==> config.mk <==
export PLATFORM = sky130hd
export DESIGN_NAME = state_trigger_capture
export DESIGN_NICKNAME = d
export VERILOG_FILES = /design/src/common/trig_capture_pkg.sv /design/src/hdl/trig_match.sv /design/src/hdl/state_trigger_capture.sv
export SDC_FILE = /design/constraint.sdc
export NUM_CORES = 1
export LEC_CHECK = 0
export BUFFER_PORTS_ARGS = -buffer_cell sky130_fd_sc_hd__clkbuf_2
export CORE_MARGIN = 4
export CORE_UTILIZATION = 64
export CTS_CLUSTER_SIZE = 16
export DETAILED_ROUTE_END_ITERATION = 12
export PLACE_DENSITY = 0.84
export SYNTH_ARGS = -nofsm -noshare
export SYNTH_HDL_FRONTEND = slang
export SYNTH_HIERARCHICAL = 1
export SYNTH_SLANG_ARGS = --single-unit
==> constraint.sdc <==
create_clock -name SYS_CLK_IN -period 8.2 [get_ports SYS_CLK_IN]
set_input_delay 0.41 -clock SYS_CLK_IN [delete_from_list [all_inputs] [get_ports SYS_CLK_IN]]
set_output_delay 0.41 -clock SYS_CLK_IN [all_outputs]
set_load 0.01 [all_outputs]
==> src/common/trig_capture_pkg.sv <==
package trig_capture_pkg;

    // ****************************************
    // Sample word layout
    // ****************************************
    localparam int DATA_W = 8;
    localparam int QUAL_W = 4;
    localparam int WORD_W = DATA_W + QUAL_W;
    localparam int DEPTH = 16;
    localparam int PTR_W = 4;
    localparam logic [PTR_W-1:0] LAST_IDX = 4'hF;
    localparam logic [PTR_W-1:0] POST_COUNT = 4'hF;
    localparam int DLY_W = 17;
    localparam logic [DLY_W-1:0] DLY_MAX = 17'h1_86A0;

    // ****************************************
    // Register map (word aligned)
    // ****************************************
    localparam logic [7:0] CTRL_OFS = 8'h00;
    localparam logic [7:0] PAT_CARE_OFS = 8'h04;
    localparam logic [7:0] PAT_LEVEL_OFS = 8'h08;
    localparam logic [7:0] DELAY_OFS = 8'h0C;
    localparam logic [7:0] STATUS_OFS = 8'h10;
    localparam logic [7:0] MEM_OFS = 8'h40;

    // Control fields
    localparam int CTRL_ARM_BIT = 0;
    localparam int CTRL_PRE_BIT = 1;
    localparam int CTRL_DLY_BIT = 2;
    localparam int CTRL_REP_BIT = 3;
    localparam int CTRL_NEG_BIT = 4;

    // Reset values
    localparam logic [WORD_W-1:0] CARE_RST = 12'h000;
    localparam logic [WORD_W-1:0] LEVEL_RST = 12'h000;
    localparam logic [DLY_W-1:0] DELAY_RST = 17'h0_0000;

    // Capture sequencer states
    typedef enum logic [2:0] {
        ST_IDLE,
        ST_WAIT,
        ST_DELAY,
        ST_POST,
        ST_DONE
    } cap_state_e;

endpackage

==> src/hdl/trig_match.sv <==
`timescale 1ns/1ps
module trig_match
    import trig_capture_pkg::*;
(
    // Sample
    input wire logic [trig_capture_pkg::WORD_W-1:0] word_in,
    // Pattern
    input wire logic [trig_capture_pkg::WORD_W-1:0] care_in,
    input wire logic [trig_capture_pkg::WORD_W-1:0] level_in,
    input wire logic polarity_select_in,
    // Result
    output logic hit_out
);
    // Negative logic inverts the electrical level before comparing
    wire [WORD_W-1:0] logical_word = polarity_select_in ? ~word_in : word_in;
    // Ignored bits never block; every cared bit must agree
    wire [WORD_W-1:0] bit_ok = ~care_in | ~(logical_word ^ level_in);
    assign hit_out = &bit_ok;
endmodule // trig_match

==> src/hdl/state_trigger_capture.sv <==
// Design decisions made here: the AHB-Lite interface to the registers and the register offsets.
`timescale 1ns/1ps
module state_trigger_capture
    import trig_capture_pkg::*;
(
    // Clock and reset
    input wire logic SYS_CLK_IN,
    input wire logic SRST_IN,
    // Machine under test
    input wire logic SAMPLE_EN_IN,
    input wire logic [trig_capture_pkg::DATA_W-1:0] DATA_IN,
    input wire logic [trig_capture_pkg::QUAL_W-1:0] QUAL_IN,
    // AHB-Lite slave
    input wire logic HSEL_IN,
    input wire logic [31:0] HADDR_IN,
    input wire logic [1:0] HTRANS_IN,
    input wire logic HWRITE_IN,
    input wire logic [2:0] HSIZE_IN,
    input wire logic [31:0] HWDATA_IN,
    input wire logic HREADY_IN,
    output logic [31:0] HRDATA_OUT,
    output logic HREADYOUT_OUT,
    output logic HRESP_OUT
);
    import trig_capture_pkg::*;

    // ****************************************
    // Storage and control registers
    // ****************************************
    logic [WORD_W-1:0] mem_reg [DEPTH];
    logic [PTR_W-1:0] wptr_reg;
    logic [PTR_W-1:0] trig_idx_reg;
    logic [PTR_W-1:0] post_cnt_reg;
    logic [PTR_W:0] fill_reg;
    logic [DLY_W-1:0] dly_cnt_reg;
    cap_state_e state_reg;
    logic [4:0] ctrl_reg;
    logic [WORD_W-1:0] care_reg;
    logic [WORD_W-1:0] level_reg;
    logic [DLY_W-1:0] delay_reg;
    logic arm_pulse;
    logic trig_hit;

    wire [WORD_W-1:0] sample_word = {QUAL_IN, DATA_IN};
    wire pre_mode = ctrl_reg[CTRL_PRE_BIT];
    wire dly_mode = ctrl_reg[CTRL_DLY_BIT];
    wire rep_mode = ctrl_reg[CTRL_REP_BIT];

    // ****************************************
    // Trigger comparator
    // ****************************************
    trig_match u_match (
        .word_in(sample_word),
        .care_in(care_reg),
        .level_in(level_reg),
        .polarity_select_in(ctrl_reg[CTRL_NEG_BIT]),
        .hit_out(trig_hit)
    );

    // ****************************************
    // AHB-Lite address phase capture
    // ****************************************
    logic wr_pend_reg;
    logic [7:0] addr_reg;
    wire bus_go = HSEL_IN && HTRANS_IN[1] && HREADY_IN;
    wire wr_ctrl = wr_pend_reg && addr_reg == CTRL_OFS;
    assign arm_pulse = wr_ctrl && HWDATA_IN[CTRL_ARM_BIT];

    // Zero wait states, always OKAY
    assign HREADYOUT_OUT = 1'b1;
    assign HRESP_OUT = 1'b0;

    // Address latch
    always_ff @(posedge SYS_CLK_IN) begin
        if (SRST_IN) begin
            wr_pend_reg <= 1'b0;
            addr_reg <= 8'h00;
        end else begin
            wr_pend_reg <= bus_go && HWRITE_IN;
            addr_reg <= HADDR_IN[7:0];
        end
    end

    // Register writes; arm bit is a strobe, not stored
    always_ff @(posedge SYS_CLK_IN) begin
        if (SRST_IN) begin
            ctrl_reg <= 5'h00;
            care_reg <= CARE_RST;
            level_reg <= LEVEL_RST;
            delay_reg <= DELAY_RST;
        end else if (wr_pend_reg) begin
            if (addr_reg == CTRL_OFS)
                ctrl_reg <= {HWDATA_IN[4:1], 1'b0};
            if (addr_reg == PAT_CARE_OFS)
                care_reg <= HWDATA_IN[WORD_W-1:0];
            if (addr_reg == PAT_LEVEL_OFS)
                level_reg <= HWDATA_IN[WORD_W-1:0];
            if (addr_reg == DELAY_OFS)
                delay_reg <= HWDATA_IN[DLY_W-1:0];
        end
    end

    // ****************************************
    // Read mux: memory window plus registers
    // ****************************************
    // Status word: busy b0, done b1, fill b7:3, trigger position b19:16
    // Position is relative to the oldest entry, matching the memory window
    // order, so software never needs to know the physical write pointer
    wire [31:0] status_word = {8'h00, 4'h0, trig_idx_reg - wptr_reg, 8'h00,
                               fill_reg, 1'b0, (state_reg == ST_DONE),
                               (state_reg != ST_IDLE && state_reg != ST_DONE)};

    // Read data registered at the address phase, valid in data phase
    always_ff @(posedge SYS_CLK_IN) begin
        if (SRST_IN)
            HRDATA_OUT <= 32'h0000_0000;
        else if (bus_go && !HWRITE_IN)
            HRDATA_OUT <= rd_mux_next(HADDR_IN[7:0]);
    end

    function automatic logic [31:0] rd_mux_next(input logic [7:0] a);
        logic [PTR_W-1:0] p;
        p = wptr_reg + a[5:2];
        rd_mux_next = 32'h0000_0000;
        if (a[7:6] == MEM_OFS[7:6])
            rd_mux_next = {20'h0_0000, mem_reg[p]};
        else if (a == CTRL_OFS)
            rd_mux_next = {27'h000_0000, ctrl_reg};
        else if (a == PAT_CARE_OFS)
            rd_mux_next = {20'h0_0000, care_reg};
        else if (a == PAT_LEVEL_OFS)
            rd_mux_next = {20'h0_0000, level_reg};
        else if (a == DELAY_OFS)
            rd_mux_next = {15'h0000, delay_reg};
        else if (a == STATUS_OFS)
            rd_mux_next = status_word;
    endfunction

    // ****************************************
    // Capture sequencer
    // ****************************************
    wire sampling = SAMPLE_EN_IN && (state_reg == ST_WAIT || state_reg == ST_POST);
    wire fire = SAMPLE_EN_IN && state_reg == ST_WAIT && trig_hit;
    wire full = fill_reg[PTR_W];
    wire cap_end = SAMPLE_EN_IN && state_reg == ST_POST && post_cnt_reg == 4'h0;
    wire pre_done = fire && pre_mode && !dly_mode;

    // Sample memory writes
    always_ff @(posedge SYS_CLK_IN) begin
        if (sampling && !(state_reg == ST_WAIT && !pre_mode && !fire))
            mem_reg[wptr_reg] <= sample_word;
    end

    // Sequencing: pointers, counters, state
    always_ff @(posedge SYS_CLK_IN) begin
        if (SRST_IN) begin
            state_reg <= ST_IDLE;
            wptr_reg <= 4'h0;
            trig_idx_reg <= 4'h0;
            post_cnt_reg <= 4'h0;
            fill_reg <= 5'h00;
            dly_cnt_reg <= 17'h0_0000;
        end else if (arm_pulse) begin
            state_reg <= ST_WAIT;
            wptr_reg <= 4'h0;
            fill_reg <= 5'h00;
        end else begin
            unique case (state_reg)
                ST_IDLE, ST_DONE: ;
                ST_WAIT: begin
                    if (SAMPLE_EN_IN && pre_mode && !dly_mode) begin
                        wptr_reg <= wptr_reg + 4'h1;
                        if (!full)
                            fill_reg <= fill_reg + 5'h01;
                    end
                    if (fire) begin
                        trig_idx_reg <= wptr_reg;
                        if (dly_mode) begin
                            dly_cnt_reg <= delay_reg;
                            state_reg <= ST_DELAY;
                        end else if (pre_mode) begin
                            wptr_reg <= wptr_reg + 4'h1;
                            fill_reg <= full ? fill_reg : fill_reg + 5'h01;
                            state_reg <= rep_mode ? ST_WAIT : ST_DONE;
                        end else begin
                            wptr_reg <= wptr_reg + 4'h1;
                            fill_reg <= 5'h01;
                            post_cnt_reg <= POST_COUNT - 4'h1;
                            state_reg <= ST_POST;
                        end
                    end
                end
                ST_DELAY: begin
                    if (SAMPLE_EN_IN) begin
                        if (dly_cnt_reg == 17'h0_0000) begin
                            state_reg <= ST_POST;
                            post_cnt_reg <= LAST_IDX;
                            wptr_reg <= 4'h0;
                            fill_reg <= 5'h00;
                        end else begin
                            dly_cnt_reg <= dly_cnt_reg - 17'h0_0001;
                        end
                    end
                end
                ST_POST: begin
                    if (SAMPLE_EN_IN) begin
                        wptr_reg <= wptr_reg + 4'h1;
                        fill_reg <= fill_reg + 5'h01;
                        post_cnt_reg <= post_cnt_reg - 4'h1;
                        if (cap_end)
                            state_reg <= rep_mode ? ST_WAIT : ST_DONE;
                    end
                end
            endcase
        end
    end

    // ****************************************
    // Checks
    // ****************************************
    AST_PRE_FREEZE: assert property (@(posedge SYS_CLK_IN) disable iff (SRST_IN)
        pre_done && !rep_mode && !arm_pulse |=> state_reg == ST_DONE)
        else $error("pre-trigger capture did not freeze");
    AST_POST_LEN: assert property (@(posedge SYS_CLK_IN) disable iff (SRST_IN)
        cap_end && !arm_pulse |=> fill_reg == 5'h10)
        else $error("post capture length not 16");
    AST_SINGLE_HOLD: assert property (@(posedge SYS_CLK_IN) disable iff (SRST_IN)
        state_reg == ST_DONE && !arm_pulse |=> $stable(wptr_reg) && state_reg == ST_DONE)
        else $error("single shot did not hold");
    AST_REARM: assert property (@(posedge SYS_CLK_IN) disable iff (SRST_IN)
        cap_end && rep_mode && !arm_pulse |=> state_reg == ST_WAIT)
        else $error("repetitive mode did not rearm");
    AST_DELAY_START: assert property (@(posedge SYS_CLK_IN) disable iff (SRST_IN)
        fire && dly_mode && !arm_pulse |=> state_reg == ST_DELAY && dly_cnt_reg == delay_reg)
        else $error("delay counter not loaded");
    AST_TRIG_MARK: assert property (@(posedge SYS_CLK_IN) disable iff (SRST_IN)
        fire && !dly_mode && !arm_pulse |=> trig_idx_reg == $past(wptr_reg))
        else $error("trigger entry not marked");
    AST_IGNORE_ALL: assert property (@(posedge SYS_CLK_IN) disable iff (SRST_IN)
        care_reg == 12'h000 |-> trig_hit)
        else $error("ignored bits blocked a match");
    AST_POS_MATCH: assert property (@(posedge SYS_CLK_IN) disable iff (SRST_IN)
        !ctrl_reg[CTRL_NEG_BIT] && care_reg == 12'hFFF |-> trig_hit == (sample_word == level_reg))
        else $error("positive polarity match wrong");
    AST_NEG_MATCH: assert property (@(posedge SYS_CLK_IN) disable iff (SRST_IN)
        ctrl_reg[CTRL_NEG_BIT] && care_reg == 12'hFFF |-> trig_hit == (~sample_word == level_reg))
        else $error("negative polarity match wrong");
endmodule // state_trigger_capture

; ---- Word level (Yosys, flattened, before mapping)
; Memories as Yosys holds them, arrays and structs flattened.
; Index checks and enable logic that the tools add are counted.
[word_totals]
register_bits = 123
latchBits = 0
ramBits = 192
mem_bits_ro = 0
inputBits = 87
memories = 1
[mem_list]
columns = memory, depth, word_bits, rd, rd_clocked_by_memory_dff, write_ports, line
row1 = mem_reg, 16, 12, 1, 0, 1, state_trigger_capture.sv:30  ; logic [WORD_W-1:0] mem_reg [DEPTH];
[op_classes]
add_sub_neg = 6
mul = 0
div = 0
n_lt_le_gt_ge = 0
n_eq_ne = 27
shift = 0
mux = 47
bitwise_logic = 6
reduce_logical = 43
[op_table]
columns = cell, n
row1 = two-way mux 20 bit, 6
row2 = two-way mux 17 bit, 4
row3 = two-way mux 4 bit, 12
row4 = two-way mux 5 bit, 8
row5 = NOT 12 bit, 3
row6 = one-hot mux 17 bit (2 select lines), 1
row7 = == test 8 x 4 -> 1 bit (second input constant), 4
row8 = two-way mux 3 bit, 8
row9 = one-hot mux 4 bit (3 select lines), 2
row10 = != test 2 bit (second input constant), 9
row11 = != test 3 bit (second input constant), 6
row12 = AND reduction 6 bit, 3
row13 = logical AND 1 bit, 17
row14 = logical NOT 17 bit, 1
row15 = subtractor 17 x 1 -> 17 bit (second input constant), 1
row16 = == test 8 x 3 -> 1 bit (second input constant), 2
row17 = logical NOT 8 bit, 2
row18 = one-hot mux 5 bit (3 select lines), 1
row19 = two-way mux 12 bit, 1
row20 = bitwise OR 12 bit, 1
row21 = AND reduction 12 bit, 1
row22 = XOR 12 bit, 1
row23 = one-hot mux 3 bit (3 select lines), 1
row24 = == test 8 x 5 -> 1 bit (second input constant), 1
row25 = other kinds (22), 33

; ---- Depth between registers and ports, before layout
; Gate-level depths: netlist of run 1.
[logic_depth]
depth_word = 13
depth_mapped = 12

; ---- Hierarchy
; Netlist of run 1, hierarchy kept.
[by_module_without_submodules]
columns = module, instances, cells_each, area_per_inst_um2, seq_area_each_um2
row1 = state_trigger_capture, 1, 1019, 13056.3, 7987.7
row2 = trig_match, 1, 39, 317.8, 0.0

; ---- Worst setup path after synthesis of run 1
; Ideal clock, no wire load.
[synth_path]
path_type = reg-to-reg
start = reg ctrl_reg[4]
end = mem mem_reg[2][0] (netlist bit), enable pin
setup_time_ns = 0.396
t_arrival_ns = 2.960
setup_slack_ns = 4.844
path_stages_with_launch = 9
path_buffers = 1
cell_sequence = dfxtp_1 > buf_6 > xor3_1 > a22o_1 > a221o_1 > a2111oi_2 > o311a_1 > nand2_1 > nor3_1
[synth_between]
elab_chain_cells = 12
[synth_lines]
columns = element, line
row1 = from (decl), state_trigger_capture.sv:37  ; logic [4:0] ctrl_reg;
row2 = from (signal assigned), state_trigger_capture.sv:93  ; ctrl_reg <= {HWDATA_IN[4:1], 1'b0};
row3 = two-way mux 12 bit, trig_match.sv:15  ; wire [WORD_W-1:0] logical_word = polarity_select_in ? ~word_in : word_in;
row4 = XOR 12 bit, trig_match.sv:17  ; wire [WORD_W-1:0] bit_ok = ~care_in | ~(logical_word ^ level_in);
row5 = NOT 12 bit, trig_match.sv:17
row6 = bitwise OR 12 bit, trig_match.sv:17
row7 = AND reduction 12 bit, trig_match.sv:18  ; assign hit_out = &bit_ok;
row8 = via trig_hit, state_trigger_capture.sv:42  ; logic trig_hit;
row9 = logical AND 1 bit, state_trigger_capture.sv:143  ; wire fire = SAMPLE_EN_IN && state_reg == ST_WAIT && trig_hit;
row10 = logical NOT 1 bit, state_trigger_capture.sv:150  ; if (sampling && !(state_reg == ST_WAIT && !pre_mode && !fire))
row11 = logical AND 1 bit, state_trigger_capture.sv:150
row12 = logical NOT 1 bit, state_trigger_capture.sv:150
row13 = logical AND 1 bit, state_trigger_capture.sv:150
row14 = two-way mux 1 bit, state_trigger_capture.sv:150
row15 = two-way mux 1 bit (implied by the code), state_trigger_capture.sv:151  ; mem_reg[wptr_reg] <= sample_word;
row16 = to (decl), state_trigger_capture.sv:30
; The timed path passes the listed nets, and every way through them passes these cells.

; ---- Worst setup path after layout of run 1
[layout_path]
start = reg ctrl_reg[4]
end = mem mem_reg[0][8] (netlist bit), enable pin
; The elaborated chain is that of the path after synthesis.

==> results.txt, run 1 <==
status = finished clean
Worst-Skew Late Latency = 0.55 ns
Post-Syn Instances = 1058
Worst Hold Class = in -> reg
most common library cell in the layout ignoring fill and taps = edfxtp_1
critical path, cell by cell = xor3_1, a22o_1, a221o_1, a2111oi_2, o311a_1, nand2_1, nor3_2
Tcrit/Tclk final = 0.5108
Distinct cells, synth = 76
FP Rows = 52
layout cell share with drive strength beyond 1 = 0.1755
# diodes = 0
hpwl dp = 20.80 mm
first-pass GRT wire length = 51.41 mm
Synth Cell Area = 13370 µm²
Largest register FFs = 192
Max-slew headroom = 0.1563
I/O pin total = 121
vias in the first global route = 8971
# DRC = 0
Mean Syn Cell Area = 12.64 µm²
critical path endpoint category = flip-flop
PnR worst setup slack = 4.011 ns
die width = 152.6 µm
DRT antenna net count = 0
Starting DRT DRC Count = 1131
Fin. Hold Viols = 0
Post-CTS Hold Fix Bufs = 0
# clock sinks = 303
CTS resizes = 0
top_reg_cell synth = edfxtp_1
routed wire length = 32.75 mm
area growth from synthesis to layout = 10.91%
Inserted Clock Buffers = 29
Vias per Instance = 6.512
kind of critical path = reg -> reg
Final Cell Area = 14830 µm²
Async S/R FF share, synth = 0
CTS root buffer = clkbuf_16
cell accounting for the most synthesized area = edfxtp_1
max incr delay on CP = 0.97 ns
Max stage delay cell, worst path = nor3_2
DIE HEIGHT = 152.6 µm
vias post-DR = 9104
CTS tree = built
GRT Util Overall = 0.2787
Post-CTS Setup Inserts = 0
Req. time, crit path = 8.36 ns
setup_tns = 0 ns
H-tree depth = 1
initial antenna violation count = 0
Synth Warn # = 6
number of enable flip-flop cells after synthesis = 192
placed inst area = 13840 µm²
placer congestion estimate = 0.9518
Worst Tran Pin Value = 1.259 ns
RSZ-0062 raised after global routing = false
most frequent cells in the layout = edfxtp_1 (192), dfxtp_1 (111), nor2_1 (99)
CP arrival = 4.35 ns
Max Freq = 238.7 MHz
maxcap violations = 0
crit-path max FO = 12
Worst Clk Skew = 0.01624 ns
Synth Register Bits = 303
Pwr Density = 228.7 nW/µm²
startpoint types = flip-flop
Area contributors post-synth = edfxtp_1 (43%), dfxtp_1 (17%), mux4_2 (8.1%), mux2i_1 (4.4%), nor2_1 (2.8%)
Synth top area share = 0.4311
Port Buf Inserts = 63
DR pass1 iterations = 6
sequential share of the synthesized area = 0.5972
Pleak = 5.364 nW
drt wl/cell = 23.43 µm
Starting Density = 0.6567
grt ovf = 0
CTS Buffer Depth = 3
Tmin final = 4.189 ns
largest net degree at the start of global routing = 90
die area = 23270 µm²
VDD IR-drop max = 207.9 µV
hold_ws = 0.1039 ns
fin. max-slew vios = 0
Clock transition at path regs = 0.06 ns
nets = 1209
dpl ws = 3.995 ns
final setup violation count = 0
core area = 20360 µm²
## cell families (layout without fill, tap and decap cells)
family / Yosys count / in the layout / synth area share
AO/OA/AOI/OAI: 200 / 200 / 0.09655
XOR/XNOR: 20 / 20 / 0.01591
adder cells (fa/ha/maj): 17 / 17 / 0.01703
buffers and inverters: 101 / 159 / 0.03564
flip-flops: 303 / 303 / 0.5972
multiplexers: 108 / 108 / 0.1258
other: 2 / 14 / 0.0005615
AND/OR/NAND/NOR: 307 / 307 / 0.1112
## worst paths after layout
| path | cells past startpoint | startpoint | slack [ns] | to |
|---|---|---|---|---|
| setup / recovery | 7 | ctrl_reg[4] | 4.01 | mem_reg[0][8] |
| hold / removal | 3 | HWDATA_IN[15] | 0.10 | delay_reg[15] |
| setup reg to reg | 7 | ctrl_reg[4] | 4.01 | mem_reg[0][8] |
| hold reg to reg | 2 | HRDATA_OUT[13] | 0.46 | HRDATA_OUT[13] |
## stage by stage
step / util / std cells / total power, W
after floorplan: - / 1070 / 0.001924
after global placement: 0.6797 / 1344 / 0.002006
after detailed placement: 0.6797 / 1344 / 0.002016
after CTS: 0.7284 / 1398 / 0.003395
after global routing: 0.7284 / 1398 / 0.003498
final: 0.7284 / 1398 / 0.003392
## Yosys cell counts, types with 5 or more instances
master	n
edfxtp_1	192
dfxtp_1	111
nor2_1	100
nand2_1	89
a21oi_1	61
mux2i_1	59
o21ai_0	49
mux4_2	48
clkbuf_1	41
nand3_1	30
inv_1	29
a22oi_1	25
nor3_1	18
buf_4	16
ha_1	15
nor2b_1	15
xnor2_1	15
a31oi_1	14
nor4_1	9
nand3b_1	7
a221oi_1	6
a22o_1	6
buf_2	6
nand2b_1	6
and3_1	5
buf_1	5
## power breakdown
part           leakage [nW]  internal, W  switching [W]
Sequential             2.62      0.00164      0.0000175
Clock                 0.472     0.000811       0.000587
Combinational          2.27     0.000130       0.000209
## worst max-delay path: cells and delay by family, from the launching register on
kind             cells  cell delay [ns]
AO/OA/AOI/OAI        4             1.55
XOR/XNOR             1             0.50
flip-flops           1             0.57
AND/OR/NAND/NOR      2             1.18
## routing by layer
layer	global-route usage	routed length (µm)	part of all wire
met1	0.3742	12890	0.39
met2	0.4731	16310	0.50
met3	0.04147	2491	0.076
met4	0.09249	1061	0.032
met5	0	0	0
## final cells by class
type | count | area [µm²]
repair buffers | 76 | 412.9
clock buffers | 32 | 737.0
clock inverters | 22 | 255.2
flip-flops and latches | 303 | 7988
well taps | 270 | 337.8
fillers | 1291 | 5532
inverters | 29 | 108.9
multi-input cells | 666 | 4994
Power figures use the tool's default switching activity.
==> run 2: changes to the inputs <==
--- a/config.mk
+++ b/config.mk
@@ -7,10 +7,10 @@
 export LEC_CHECK = 0
 export BUFFER_PORTS_ARGS = -buffer_cell sky130_fd_sc_hd__clkbuf_2
 export CORE_MARGIN = 4
-export CORE_UTILIZATION = 64
+export CORE_UTILIZATION = 54
 export CTS_CLUSTER_SIZE = 16
 export DETAILED_ROUTE_END_ITERATION = 12
-export PLACE_DENSITY = 0.84
+export PLACE_DENSITY = 0.75
 export SYNTH_ARGS = -nofsm -noshare
 export SYNTH_HDL_FRONTEND = slang
 export SYNTH_HIERARCHICAL = 1
==> constraint.sdc (replaced) <==
create_clock -name SYS_CLK_IN -period 3.73 [get_ports SYS_CLK_IN]
set_input_delay 0.1865 -clock SYS_CLK_IN [delete_from_list [all_inputs] [get_ports SYS_CLK_IN]]
set_output_delay 0.1865 -clock SYS_CLK_IN [all_outputs]
set_load 0.01 [all_outputs]
==> run 2 against run 1 <==
Against the previous run:
- worst setup slack got worse by 3.8 ns
- wire length up 1.5%
- combinational power increased by 130%
- non-clock buffer count rose by 54
- highest routed layer unchanged
- die area rose by 18%
- register-to-register slack worse by 3.8 ns
- via count hardly changed
- critical path depth is 4 higher
==> results.txt, run 2 (synthesized netlist as in run 1, its figures left out) <==
Starting DRT DRC Count = 944 (-17%)
first-pass GRT wire length = 51.25 mm (-0.32%)
VDD IR-drop max = 417.6 µV (+100%)
most common library cell in the layout ignoring fill and taps = edfxtp_1
layout cell share with drive strength beyond 1 = 0.1868 (+0.01128)
die width = 165.4 µm (+8.4%)
Worst Clk Skew = 0.01093 ns (-0.005309 ns)
P_int = 0.005699 W (+120%)
DIE HEIGHT = 165.4 µm (+8.4%)
critical path endpoint category = flip-flop
Pwr Density = 484.7 nW/µm² (+110%)
critical path, cell by cell = xor3_1, a22o_1, a221o_1, a2111oi_2, buf_4, nand2_1, nor3_1, o211a_2, o21ai_0, a22oi_1, nor2_1
CP arrival = 3.89 ns (-0.46 ns)
setup_tns = 0 ns (unchanged)
startpoint types = flip-flop
Net Sw Frac = 0.2367 (-0.003231)
core area = 24320 µm² (+19%)
Pleak = 5.642 nW (+5.2%)
Port Buf Inserts = 63 (unchanged)
Tmin final = 3.472 ns (-0.7165 ns)
CTS Buffer Depth = 3 (unchanged)
worst reg-to-reg path cell count = 11 (+4)
FP Rows = 57 (+9.6%)
clock share of power = 0.407 (-0.005)
Worst Hold Class = in -> reg
drt wl/cell = 22.05 µm (-5.9%)
DR pass1 iterations = 5 (-1)
routed wire length = 33.23 mm (+1.5%)
Tcrit/Tclk final = 0.9308 (+0.4200)
die area = 27350 µm² (+18%)
initial antenna violation count = 0 (unchanged)
hold_ws = 0.07752 ns (-0.02637 ns)
largest net degree at the start of global routing = 89 (-1.1%)
maxcap violations = 0 (unchanged)
CTS resizes = 0 (unchanged)
# DRC = 0 (unchanged)
CTS root buffer = clkbuf_16
vias post-DR = 9111 (+0.077%)
max incr delay on CP = 0.54 ns (-0.43 ns)
placer congestion estimate = 0.9017 (-5.3%)
grt ovf = 0 (unchanged)
GRT Util Overall = 0.2453 (-0.03336)
Worst-Skew Late Latency = 0.57 ns (+0.02 ns)
Worst Tran Pin Value = 0.9600 ns (-0.2987 ns)
Flop pwr share = 0.488 (about the same)
Crit path max-delay family = compound AO/OA/AOI/OAI gates
H-tree depth = 1 (unchanged)
Psw = 0.001767 W (+120%)
Largest register FFs = 192 (unchanged)
kind of critical path = reg -> reg
final setup violation count = 0 (unchanged)
Inserted Clock Buffers = 31 (+6.9%)
area growth from synthesis to layout = 15.18%
vias in the first global route = 8988 (+0.19%)
hpwl dp = 22.00 mm (+5.8%)
Fin. Hold Viols = 0 (unchanged)
Max Freq = 288.0 MHz (+21%)
Clock transition at path regs = 0.06 ns (about the same)
I/O pin total = 121 (unchanged)
Crit path depth = 11 (+4)
# clock sinks = 303 (unchanged)
status = finished clean
nets = 1265 (+4.6%)
# diodes = 0 (unchanged)
DRT antenna net count = 0 (unchanged)
crit-path max FO = 23 (+11)
CTS tree = built
RSZ-0062 raised after global routing = false
Vias per Instance = 6.046 (-7.2%)
Max stage delay cell, worst path = o211a_2
WP buf/inv = 1 (+1)
most frequent cells in the layout = edfxtp_1 (192), dfxtp_1 (111), nor2_1 (99)
Starting Density = 0.5499 (-0.1068)
Max-slew headroom = 0.3581 (+0.2018)
Comb power frac = 0.105 (+0.005)
Hold Path Depth = 3 (unchanged)
fin. max-slew vios = 0 (unchanged)
Req. time, crit path = 4.15 ns (-4.21 ns)
==> run 2: worst min-delay path: cells and delay by family <==
kind	cells	cell delay, ns
buf+inv	2	0.35
simple gates	1	0.07
==> run 2: metrics by stage <==
stage                     cell area (µm²)  worst slack, ns  total power, W    util  instances
after global placement              14130           0.2688        0.004445  0.5810       1424
final                               15400           0.2580        0.007466  0.6334       1507
after CTS                           15400           0.2891        0.007503  0.6334       1507
after detailed placement            14130           0.2141        0.004463  0.5810       1424
after global routing                15400          0.01573        0.007719  0.6334       1507
after floorplan                     13420           0.3738        0.004229       -       1070
==> run 2: cell type report <==
cell class | count | area (µm²)
flip-flops and latches | 303 | 7988
well taps | 324 | 405.4
clock inverters | 10 | 116.4
inverters | 29 | 108.9
multi-input cells | 666 | 4994
fillers | 1850 | 8915
clock buffers | 45 | 879.6
repair buffers | 130 | 913.4
==> run 2: repair_timing <==
action | CTS | global route
buffers inserted | 0 | 0
hold endpoints to repair | 59 | 0
hold buffers | 28 | 0
==> run 2: layer usage <==
layer	track usage	up-vias	routed length, µm	part of all wire
li1	-	4155	-	-
met1	0.3310	4494	13440	0.40
met2	0.4133	396	16300	0.49
met3	0.03847	66	2485	0.075
met4	0.07612	0	1006	0.030
met5	0	-	0	0
==> run 2: path summary, 6_finish.rpt <==
kind                   from             end  slack [ns]
max             ctrl_reg[4]  dly_cnt_reg[4]        0.26
min             HADDR_IN[3]     addr_reg[3]        0.08
max reg2reg     ctrl_reg[4]  dly_cnt_reg[4]        0.26
min reg2reg  HRDATA_OUT[15]  HRDATA_OUT[15]        0.46
==> run 2: power groups by stage <==
| stage | sequential (W) | combinational (W) | clock [W] |
|---|---|---|---|
| CTS | 0.00364 | 0.000780 | 0.00308 |
| detailed placement | 0.00371 | 0.000751 | 0 |
| floorplan | 0.00369 | 0.000535 | 0 |
| global placement | 0.00371 | 0.000736 | 0 |
| global route | 0.00364 | 0.000847 | 0.00323 |
| finish | 0.00364 | 0.000784 | 0.00304 |
